$ cat config.mk
export PLATFORM = sky130hd
export DESIGN_NAME = eeps_top
export DESIGN_NICKNAME = d
export VERILOG_FILES = /design/src/eeps_pkg.sv /design/src/eeps_top.sv
export VERILOG_INCLUDE_DIRS = /design/src
export SDC_FILE = /design/constraint.sdc
export NUM_CORES = 1
export LEC_CHECK = 0
export BUFFER_PORTS_ARGS = -buffer_cell sky130_fd_sc_hd__buf_2
export CORE_MARGIN = 2
export CORE_UTILIZATION = 60
export CTS_CLUSTER_SIZE = 16
export DETAILED_ROUTE_END_ITERATION = 10
export PLACE_DENSITY = 0.79
export SLEW_MARGIN = 5
export SYNTH_ARGS = -nofsm -noshare
export SYNTH_HDL_FRONTEND = slang
export SYNTH_SLANG_ARGS = --single-unit
$ cat constraint.sdc
create_clock -name clk_sys -period 5 [get_ports clk_sys]
set_clock_uncertainty 0.2 [all_clocks]
set_input_delay 1 -clock clk_sys [delete_from_list [all_inputs] [get_ports clk_sys]]
set_output_delay 1 -clock clk_sys [all_outputs]
set_load 0.05 [all_outputs]
$ cat src/eeps_defs.svh
`ifndef EEPS_DEFS_SVH
`define EEPS_DEFS_SVH

// System clock rate in hertz.
`define EEPS_CLK_HZ 20000000
// Longest nonvolatile program time in milliseconds, standard and lowest supply option.
`define EEPS_NV_PROGRAM_TIME_MS 10
`define EEPS_NV_PROGRAM_TIME_LOW_MS 20
// Width of the program timer, large enough for the lowest supply option.
`define EEPS_PROG_CNT_W 20

// Device address word layout.
`define EEPS_DEV_CODE 5'h14
`define EEPS_DEV_CODE_MSB 7
`define EEPS_DEV_CODE_LSB 3
`define EEPS_SEL_MSB 2
`define EEPS_SEL_LSB 1
`define EEPS_RW_BIT 0

// Word address and data widths.
`define EEPS_ADDR_W 14
`define EEPS_PAGE_W 6
`define EEPS_DATA_W 8
`define EEPS_ADDR_HI_W 6
`define EEPS_ENTRY_W 22

// Bit slot counts within one transferred word.
`define EEPS_BITS_PER_WORD 4'h8
`define EEPS_ACK_SLOT 4'h9

// Reset values.
`define EEPS_RST_ADDR 14'h0000
`define EEPS_RST_BITCNT 4'h0

`endif

$ cat src/eeps_pkg.sv
package eeps_pkg;
  `include "eeps_defs.svh"

  // Bus engine states; standby is the power-up state.
  typedef enum logic [2:0] {
    EEPS_ST_STANDBY,
    EEPS_ST_DEV,
    EEPS_ST_ADRH,
    EEPS_ST_ADRL,
    EEPS_ST_DATA,
    EEPS_ST_SKIP,
    EEPS_ST_PROG
  } eeps_state_e;

  // One buffered write: word address above, data byte below.
  typedef logic [`EEPS_ENTRY_W-1:0] eeps_entry_t;

  // Whole state of the slave in one record.
  typedef struct packed {
    logic                        scl_m;
    logic                        scl_s;
    logic                        scl_d;
    logic                        sda_m;
    logic                        sda_s;
    logic                        sda_d;
    logic [1:0]                  sel_m;
    logic [1:0]                  sel_s;
    logic                        wp_m;
    logic                        wp_s;
    eeps_state_e                 st;
    logic [3:0]                  bit_cnt;
    logic [7:0]                  shreg;
    logic [`EEPS_ADDR_W-1:0]     word_addr;
    logic                        wr_any;
    logic                        pend_commit;
    logic [`EEPS_PROG_CNT_W-1:0] prog_cnt;
    logic                        sda_oe;
    logic                        sda_lvl;
    eeps_entry_t                 q0;
    eeps_entry_t                 q1;
    logic                        v0;
    logic                        v1;
    logic                        commit;
    logic                        abort;
    logic                        busy;
    logic                        standby;
  } eeps_state_s;
endpackage

$ cat src/eeps_top.sv
`timescale 1ns/1ns
`include "eeps_defs.svh"

// Overview of operation
// RULE1: Data changes while the clock is high count only as start or stop.
// RULE2: Falling data with clock high is a start; every command begins with one.
// RULE3: Rising data with clock high is a stop; afterwards the device rests in standby.
// RULE4: Words are eight bits; the device pulls data low in the ninth clock.
// RULE5: Standby at power-up and after a stop once internal work is done.
// RULE6: The master recovers a stuck bus with up to nine clocks then a start.
// RULE7: Five fixed upper bits of the device address word must match first.
// RULE8: Two select bits must equal the two strap pins.
// RULE9: Floating select straps are seen as logic low.
// RULE10: Lowest address bit chooses operation: one reads, zero writes; here a read is acknowledged but no data is driven.
// RULE11: Match is acknowledged; mismatch stays silent and returns to standby.
// RULE12: A high write-protect input inhibits every array write.
// RULE13: A write carries two address bytes then data, each acknowledged; here a data byte that finds the buffer full is refused.
// RULE14: A stop ends the write and starts the timed nonvolatile program cycle.
// RULE15: During programming the bus is ignored and nothing is acknowledged.
// RULE16: A page write takes up to sixty-four bytes, each acknowledged; here a byte that finds both buffer slots full is refused.
// RULE17: Only the low six address bits advance and wrap inside the page.
// RULE18: Polling with a device address is acknowledged only after programming ends.
// RULE19: Fourteen address bits select one byte of 256 pages of 64 bytes.
// RULE20: Data is sampled at clock rise and driven after clock fall.
// RULE21: A low or open write-protect input lets writes proceed.
// RULE22: The top two bits of the first address byte are ignored.
// RULE23: Stop or start in mid-byte of a write aborts without programming.
module eeps_top #(
  parameter int NV_PROGRAM_CYCLES = `EEPS_NV_PROGRAM_TIME_MS * (`EEPS_CLK_HZ / 1000)
) (
  input  wire logic                     clk_sys,
  input  wire logic                     resetn,
  input  wire logic                     scl_in,
  input  wire logic                     sda_in,
  output logic                          sda_out,
  output logic                          sda_oe,
  input  wire logic                     chip_select_strap_lo,
  input  wire logic                     chip_select_strap_hi,
  input  wire logic                     write_protect,
  output logic                          wr_valid,
  input  wire logic                     wr_ready,
  output logic [`EEPS_ADDR_W-1:0]       wr_addr,
  output logic [`EEPS_DATA_W-1:0]       wr_data,
  output logic                          wr_commit,
  output logic                          wr_abort,
  output logic                          nv_busy,
  output logic                          standby
);

  // Program time in system cycles; a longest time, so the division rounds down.
  localparam logic [`EEPS_PROG_CNT_W-1:0] PROG_LOAD = `EEPS_PROG_CNT_W'(NV_PROGRAM_CYCLES);

  eeps_pkg::eeps_state_s r;
  eeps_pkg::eeps_state_s next_r;

  // Compares a device address word against the fixed code and the strap levels.
  function automatic logic dev_match(input logic [7:0] word, input logic [1:0] sel);
    dev_match = (word[`EEPS_DEV_CODE_MSB:`EEPS_DEV_CODE_LSB] == `EEPS_DEV_CODE) && // RULE7
                (word[`EEPS_SEL_MSB:`EEPS_SEL_LSB] == sel); // RULE8
  endfunction

  // Bus conditions are judged only from synchronised, delayed copies of the pins.
  logic scl_rise;
  logic scl_fall;
  logic bus_start;
  logic bus_stop;
  logic buf_space;
  logic push;
  eeps_pkg::eeps_entry_t push_word;

  // Next-state logic for the whole slave.
  always_comb begin
    next_r = r;
    scl_rise = 1'b0;
    scl_fall = 1'b0;
    bus_start = 1'b0;
    bus_stop = 1'b0;
    buf_space = 1'b0;
    push = 1'b0;
    push_word = '0;

    // One-cycle event outputs fall back every cycle.
    next_r.commit = 1'b0;
    next_r.abort = 1'b0;

    // Two-stage synchronisers; the first stage feeds only the second.
    next_r.scl_m = scl_in;
    next_r.scl_s = r.scl_m;
    next_r.scl_d = r.scl_s;
    next_r.sda_m = sda_in;
    next_r.sda_s = r.sda_m;
    next_r.sda_d = r.sda_s;
    next_r.sel_m = {chip_select_strap_hi, chip_select_strap_lo}; // RULE9
    next_r.sel_s = r.sel_m;
    next_r.wp_m = write_protect;
    next_r.wp_s = r.wp_m;

    // Clock edges and the two data-while-clock-high conditions.
    scl_rise = r.scl_s & ~r.scl_d;
    scl_fall = ~r.scl_s & r.scl_d;
    bus_start = r.scl_s & r.scl_d & r.sda_d & ~r.sda_s; // RULE2
    bus_stop = r.scl_s & r.scl_d & ~r.sda_d & r.sda_s; // RULE3

    // The receiver drains the head entry; the tail moves up behind it.
    if (r.v0 && wr_ready) begin
      next_r.q0 = r.q1;
      next_r.v0 = r.v1;
      next_r.v1 = 1'b0;
    end
    buf_space = ~next_r.v1;

    // A commit is only announced once every staged byte has been taken.
    if (r.pend_commit && !r.v0 && !r.v1) begin
      next_r.commit = 1'b1; // RULE14
      next_r.pend_commit = 1'b0;
    end

    case (r.st)
      eeps_pkg::EEPS_ST_PROG: begin
        // Inputs stay locked out until the timer runs down, so polls go unanswered.
        next_r.sda_oe = 1'b0; // RULE15 RULE18
        if (r.prog_cnt <= `EEPS_PROG_CNT_W'(1)) begin
          next_r.st = eeps_pkg::EEPS_ST_STANDBY; // RULE5
          next_r.prog_cnt = '0;
        end else begin
          next_r.prog_cnt = r.prog_cnt - `EEPS_PROG_CNT_W'(1);
        end
      end
      default: begin
        if (bus_start) begin
          // A repeated start throws away any staged page.
          if (r.st == eeps_pkg::EEPS_ST_DATA && r.wr_any) begin
            next_r.abort = 1'b1; // RULE23
            next_r.v0 = 1'b0;
            next_r.v1 = 1'b0;
          end
          next_r.st = eeps_pkg::EEPS_ST_DEV;
          next_r.bit_cnt = `EEPS_RST_BITCNT;
          next_r.sda_oe = 1'b0;
          next_r.wr_any = 1'b0;
        end else if (bus_stop) begin
          next_r.sda_oe = 1'b0;
          next_r.bit_cnt = `EEPS_RST_BITCNT;
          next_r.st = eeps_pkg::EEPS_ST_STANDBY; // RULE3 RULE5
          if (r.st == eeps_pkg::EEPS_ST_DATA && r.wr_any) begin
            // The stop's own clock pulse has already shifted one bit in, so one counts as a boundary.
            if (r.bit_cnt <= `EEPS_RST_BITCNT + 4'h1) begin
              // Stop on a word boundary: start the timed program cycle.
              next_r.st = eeps_pkg::EEPS_ST_PROG; // RULE14
              next_r.prog_cnt = PROG_LOAD;
              next_r.pend_commit = 1'b1;
            end else begin
              // Stop inside a word: nothing is programmed.
              next_r.abort = 1'b1; // RULE23
              next_r.v0 = 1'b0;
              next_r.v1 = 1'b0;
            end
          end
          next_r.wr_any = 1'b0;
        end else if (r.st != eeps_pkg::EEPS_ST_STANDBY) begin
          if (scl_rise && r.bit_cnt < `EEPS_BITS_PER_WORD) begin
            // Data bits are taken on the rising clock, MSB first.
            next_r.shreg = {r.shreg[6:0], r.sda_s}; // RULE20 RULE1
            next_r.bit_cnt = r.bit_cnt + 4'h1;
          end else if (scl_rise && r.bit_cnt == `EEPS_BITS_PER_WORD) begin
            next_r.bit_cnt = `EEPS_ACK_SLOT;
          end else if (scl_fall && r.bit_cnt == `EEPS_ACK_SLOT) begin
            // The acknowledge ends after the ninth clock falls.
            next_r.sda_oe = 1'b0; // RULE20
            next_r.bit_cnt = `EEPS_RST_BITCNT;
          end else if (scl_fall && r.bit_cnt == `EEPS_BITS_PER_WORD) begin
            // A whole word is in; the answer goes out after this falling edge.
            case (r.st)
              eeps_pkg::EEPS_ST_DEV: begin
                if (dev_match(r.shreg, r.sel_s)) begin
                  next_r.sda_oe = 1'b1; // RULE11 RULE4
                  if (r.shreg[`EEPS_RW_BIT]) begin
                    next_r.st = eeps_pkg::EEPS_ST_SKIP; // RULE10
                  end else begin
                    next_r.st = eeps_pkg::EEPS_ST_ADRH; // RULE10
                  end
                end else begin
                  // Not ours: stay silent until the next start.
                  next_r.st = eeps_pkg::EEPS_ST_STANDBY; // RULE11
                  next_r.bit_cnt = `EEPS_RST_BITCNT;
                end
              end
              eeps_pkg::EEPS_ST_ADRH: begin
                next_r.word_addr[`EEPS_ADDR_W-1:`EEPS_DATA_W] =
                  r.shreg[`EEPS_ADDR_HI_W-1:0]; // RULE22 RULE19
                next_r.sda_oe = 1'b1; // RULE13
                next_r.st = eeps_pkg::EEPS_ST_ADRL;
              end
              eeps_pkg::EEPS_ST_ADRL: begin
                next_r.word_addr[`EEPS_DATA_W-1:0] = r.shreg; // RULE19
                next_r.sda_oe = 1'b1; // RULE13
                next_r.st = eeps_pkg::EEPS_ST_DATA;
              end
              eeps_pkg::EEPS_ST_DATA: begin
                if (r.wp_s) begin
                  // Protected: the byte is acknowledged but never staged.
                  next_r.sda_oe = 1'b1; // RULE12
                end else if (buf_space) begin
                  push = 1'b1; // RULE21
                  push_word = {r.word_addr, r.shreg};
                  next_r.word_addr[`EEPS_PAGE_W-1:0] =
                    r.word_addr[`EEPS_PAGE_W-1:0] + `EEPS_PAGE_W'(1); // RULE17
                  next_r.wr_any = 1'b1;
                  next_r.sda_oe = 1'b1; // RULE16 RULE4
                end else begin
                  // No room: refuse the byte so the master sees the stall.
                  next_r.sda_oe = 1'b0;
                end
              end
              default: begin
                // Reads are not served here; the word is let pass unanswered.
                next_r.sda_oe = 1'b0;
              end
            endcase
          end
        end
      end
    endcase

    // A staged byte goes to the first free slot after the drain above.
    if (push) begin
      if (!next_r.v0) begin
        next_r.q0 = push_word;
        next_r.v0 = 1'b1;
      end else begin
        next_r.q1 = push_word;
        next_r.v1 = 1'b1;
      end
    end

    // Status flags follow the state the engine is about to enter.
    next_r.busy = (next_r.st == eeps_pkg::EEPS_ST_PROG);
    next_r.standby = (next_r.st == eeps_pkg::EEPS_ST_STANDBY); // RULE5
    next_r.sda_lvl = 1'b0;
  end

  // State register. Bus lines reset high so that release causes no false condition.
  always_ff @(posedge clk_sys or negedge resetn) begin
    if (!resetn) begin
      r <= '0;
      r.scl_m <= 1'b1;
      r.scl_s <= 1'b1;
      r.scl_d <= 1'b1;
      r.sda_m <= 1'b1;
      r.sda_s <= 1'b1;
      r.sda_d <= 1'b1;
      r.word_addr <= `EEPS_RST_ADDR;
      r.standby <= 1'b1; // RULE5
    end else begin
      r <= next_r;
    end
  end

  // Every output is a field of the state register.
  assign sda_out = r.sda_lvl;
  assign sda_oe = r.sda_oe;
  assign wr_valid = r.v0;
  assign wr_addr = r.q0[`EEPS_ENTRY_W-1:`EEPS_DATA_W];
  assign wr_data = r.q0[`EEPS_DATA_W-1:0];
  assign wr_commit = r.commit;
  assign wr_abort = r.abort;
  assign nv_busy = r.busy;
  assign standby = r.standby;

endmodule // eeps_top

==> impl_results.rst <==
.. list-table::
   :header-rows: 1

   * - Metric
     - Value
   * - Maximum VDD drop
     - 0.2706 mV
   * - Later-pin clock latency in the skew report
     - 510 ps
   * - TritonCTS buffer count
     - 17
   * - TritonCTS clock tree
     - yes
   * - Count of input and output buffers
     - 35
   * - Area growth, synth to finish
     - 12.76%
   * - FFs w/ async S/R, synth
     - 100.0%
   * - Overflow after GRT
     - 0
   * - Die Width
     - 100.6 um
   * - Starting DRT DRC Count
     - 285
   * - Startpoint-to-endpoint class of the critical path
     - reg2reg
   * - Post-synthesis simple-gate area fraction
     - 12.80%
   * - Fraction of final layout cells sized beyond drive strength 1
     - 34.38%
   * - Dpl cells
     - 591
   * - Type of the worst min-delay path
     - reg2reg
   * - Master of the slowest instance on the critical path
     - sky130_fd_sc_hd__nor3_2
   * - Initial antenna violation count
     - 0
   * - 1st-pass router iterations
     - 5
   * - Count of hold buffers inserted by post-cts repair
     - 0
   * - CP Buf/Inv Count
     - 1
   * - Number of distinct library cells after synthesis
     - 71
   * - Cells taking the most area after synthesis
     - sky130_fd_sc_hd__dfrtp_1 48%, sky130_fd_sc_hd__mux2_2 16%, sky130_fd_sc_hd__dfstp_2 3.3%
   * - Post-CTS clock slew at the launch and capture registers of the worst setup and hold paths
     - 60 ps
   * - Type of origin of the critical path
     - flip-flop
   * - Number of core rows
     - 35
   * - Area of combinational cells with multiple inputs
     - 2446 um^2
   * - GRT Util Overall
     - 24.89%
   * - Flops & latches, synth
     - 114
   * - CP endpoint kind
     - flip-flop
   * - Post-route worst setup slack
     - 1494 ps
   * - Area of the mapped netlist
     - 5600 um^2
   * - Pwr per Cell Area
     - 528.4 nW/um^2
   * - Pin count of the biggest net entering global routing
     - 59
   * - Place WS
     - 1529 ps
   * - Post-Layout Cell Count
     - 623
   * - Stage delay of the slowest cell on the critical path
     - 740 ps
   * - Worst reg-to-reg setup slack
     - 1490 ps
   * - Main combinational cell family by area after synthesis
     - multiplexers
   * - Maximum clock rate
     - 285.2 MHz
   * - Maximum capacitance violations
     - 0
   * - Setup TNS Final
     - 0 ps
   * - Global-route wire length before repair
     - 19.17 mm
   * - Placer's final routability congestion estimate
     - 0.9577
   * - Clock net sink count
     - 114
   * - Compound-cell area share of the yosys netlist
     - 10.88%
   * - Critical Path RT
     - 5190 ps
   * - Fillers
     - 650
   * - Number of instances in the synthesized netlist
     - 484
   * - Diodes inserted
     - 0
   * - Worst max-slew margin expressed relative to the limit
     - 13.98%
   * - Reg area
     - 2861 um^2
   * - Via count of the first global-routing pass
     - 3,785
   * - Yosys Warn Count
     - 0
   * - Most area-hungry cell type in the Yosys netlist
     - sky130_fd_sc_hd__dfrtp_1
   * - Data arrival time of the critical path
     - 3700 ps
   * - Portion of the post-synthesis area used by sequential elements
     - 51.09%
   * - Post-CTS resize count
     - 0
   * - Number of H-tree levels
     - 4
   * - Final hold viol count
     - 0
   * - Xor-xnor portion of the synthesized cell area
     - 1.095%
   * - CTS Root Buffer Type
     - sky130_fd_sc_hd__clkbuf_8
   * - Starting utilization of the core area
     - 61.19%
   * - Via density
     - 6.167
   * - Shortest period the worst path allows
     - 3506 ps
   * - HPWL after detailed placement
     - 7.566 mm
   * - Least-Margin Pin Slew
     - 1289 ps
   * - Final antenna-violating net count
     - 0
   * - Die Ht
     - 100.6 um
   * - Synth Net Count
     - 499
   * - Synthesized-area fraction occupied by adder cells
     - 1.564%
   * - Run status
     - finished, final reports clean
   * - Avg WL per Cell
     - 18.62 um
   * - Number of top-level design ports
     - 37
   * - Final core utilization
     - 69.00%
   * - DRC Markers
     - 0
   * - CP Max Fanout
     - 18
   * - Post-synth EDFFs
     - 0
   * - Most common library cell in the layout ignoring fill and taps
     - sky130_fd_sc_hd__dfrtp_1
   * - Count of vias placed by the detailed router
     - 3,842
   * - Count of final max-slew check failures
     - 0
   * - Maximum clock path buffer count
     - 2
   * - Synthesized area divided by synthesized cell count
     - 11.57 um^2
   * - Gate family responsible for the most delay along the worst path
     - simple AND/OR/NAND/NOR gates
   * - Core outline area
     - 9153 um^2
   * - Final worst path period share
     - 70.12%
   * - Die area
     - 10,120 um^2
   * - Number of setup buffers added after CTS
     - 0
   * - RSZ-0062 raised after global routing
     - false
   * - Final number of setup-violating endpoints
     - 0
   * - Top library cells by usage in the layout, fill and taps aside
     - 107 x sky130_fd_sc_hd__dfrtp_1, 82 x sky130_fd_sc_hd__mux2_2, 34 x sky130_fd_sc_hd__buf_2, 29 x sky130_fd_sc_hd__o21ai_0, 28 x sky130_fd_sc_hd__nand2_1
   * - Final #Nets
     - 514
   * - Share of the synthesized area in the top cell type
     - 47.81%
   * - Leakage power total
     - 0.003009 uW
   * - Dominant synthesized flop cell
     - sky130_fd_sc_hd__dfrtp_1
   * - Cell Chain, Critical Path
     - or3b_1 -> nor3b_1 -> nand2b_1 -> nor3_2 -> buf_4 -> mux2_2
   * - Overall routed net length
     - 11.60 mm
   * - Mux contribution to synthesized area
     - 17.20%
==> path summary, 6_finish.rpt <==
kind | from | end | cells after the start
worst max-delay path | r[102] | r[23] | 6
worst min-delay path | next_r[105] | r[105] | 0
worst max register to register | r[102] | r[23] | 6
worst min register to register | next_r[105] | r[105] | 0
max in group asynchronous | resetn | wr_abort | 2
min in group asynchronous | resetn | r[65] | 1
==> power by group <==
group / total, uW / internal [uW] / switching, uW / leakage, uW
clock: 1310 / 865 / 442 / 0.000310
sequential: 1270 / 1060 / 215 / 0.00149
combinational: 759 / 301 / 458 / 0.00121
total: 3340 / 2220 / 1110 / 0.00301
==> sequential cells by signal, summed over array words and instances, names as in the netlist <==
name / flops
sda_oe: 1
next_r: 7
wr_abort: 1
wr_addr: 14
wr_data: 8
nv_busy: 1
r: 79
wr_commit: 1
wr_valid: 1
standby: 1
==> cell families (layout without fill, tap and decap cells) <==
family,after synthesis,in the layout
simple gates,128,128
flops,114,114
buf+inv,49,77
compound gates,92,92
mux,86,86
other cells,1,1
xor+xnor,7,7
fa+ha+maj,7,7
==> per-layer routing <==
layer  vias to the layer above  routed length (um)  GRT usage, %  part of all wire, %
met3                        17                 392         5.201                  3.4
met1                      1938                5302         33.24                   46
met2                       104                5743         39.44                   50
met4                         0                 161         10.96                  1.4
met5                         -                   0             0                    0
li1                       1783                   -             -                    -
==> Yosys cell counts (5+ instances only) <==
| master | count |
|---|---|
| sky130_fd_sc_hd__inv_1 | 7 |
| sky130_fd_sc_hd__dfstp_2 | 7 |
| sky130_fd_sc_hd__clkbuf_1 | 10 |
| sky130_fd_sc_hd__mux2_2 | 82 |
| sky130_fd_sc_hd__a21oi_1 | 16 |
| sky130_fd_sc_hd__nand3_1 | 6 |
| sky130_fd_sc_hd__dfrtp_1 | 107 |
| sky130_fd_sc_hd__nor4_1 | 6 |
| sky130_fd_sc_hd__nor3_1 | 18 |
| sky130_fd_sc_hd__ha_1 | 7 |
| sky130_fd_sc_hd__a31oi_1 | 12 |
| sky130_fd_sc_hd__nor2_1 | 26 |
| sky130_fd_sc_hd__o21ai_0 | 29 |
| sky130_fd_sc_hd__buf_2 | 6 |
| sky130_fd_sc_hd__buf_4 | 24 |
| sky130_fd_sc_hd__xnor2_1 | 5 |
| sky130_fd_sc_hd__nand2_1 | 28 |
==> metrics by stage <==
step | instance area [um^2] | total power [uW] | hold WS (ps)
after CTS | 6315 | 3343 | 149.4
final | 6315 | 3336 | 146.8
after floorplan | 5600 | 1833 | 131.2
after detailed placement | 5673 | 2023 | 137.1
after global routing | 6315 | 3500 | 162.0
after global placement | 5673 | 1987 | 137.4
==> cell type report <==
class	instances	area share [%]
well taps	111	2.199
multi-input cells	321	38.74
clock buffers	17	6.558
clock inverters	15	3.606
repair buffers	38	3.170
flip-flops and latches	114	45.31
inverters	7	0.4161
Note: power is estimated with default switching activity, not from simulation.
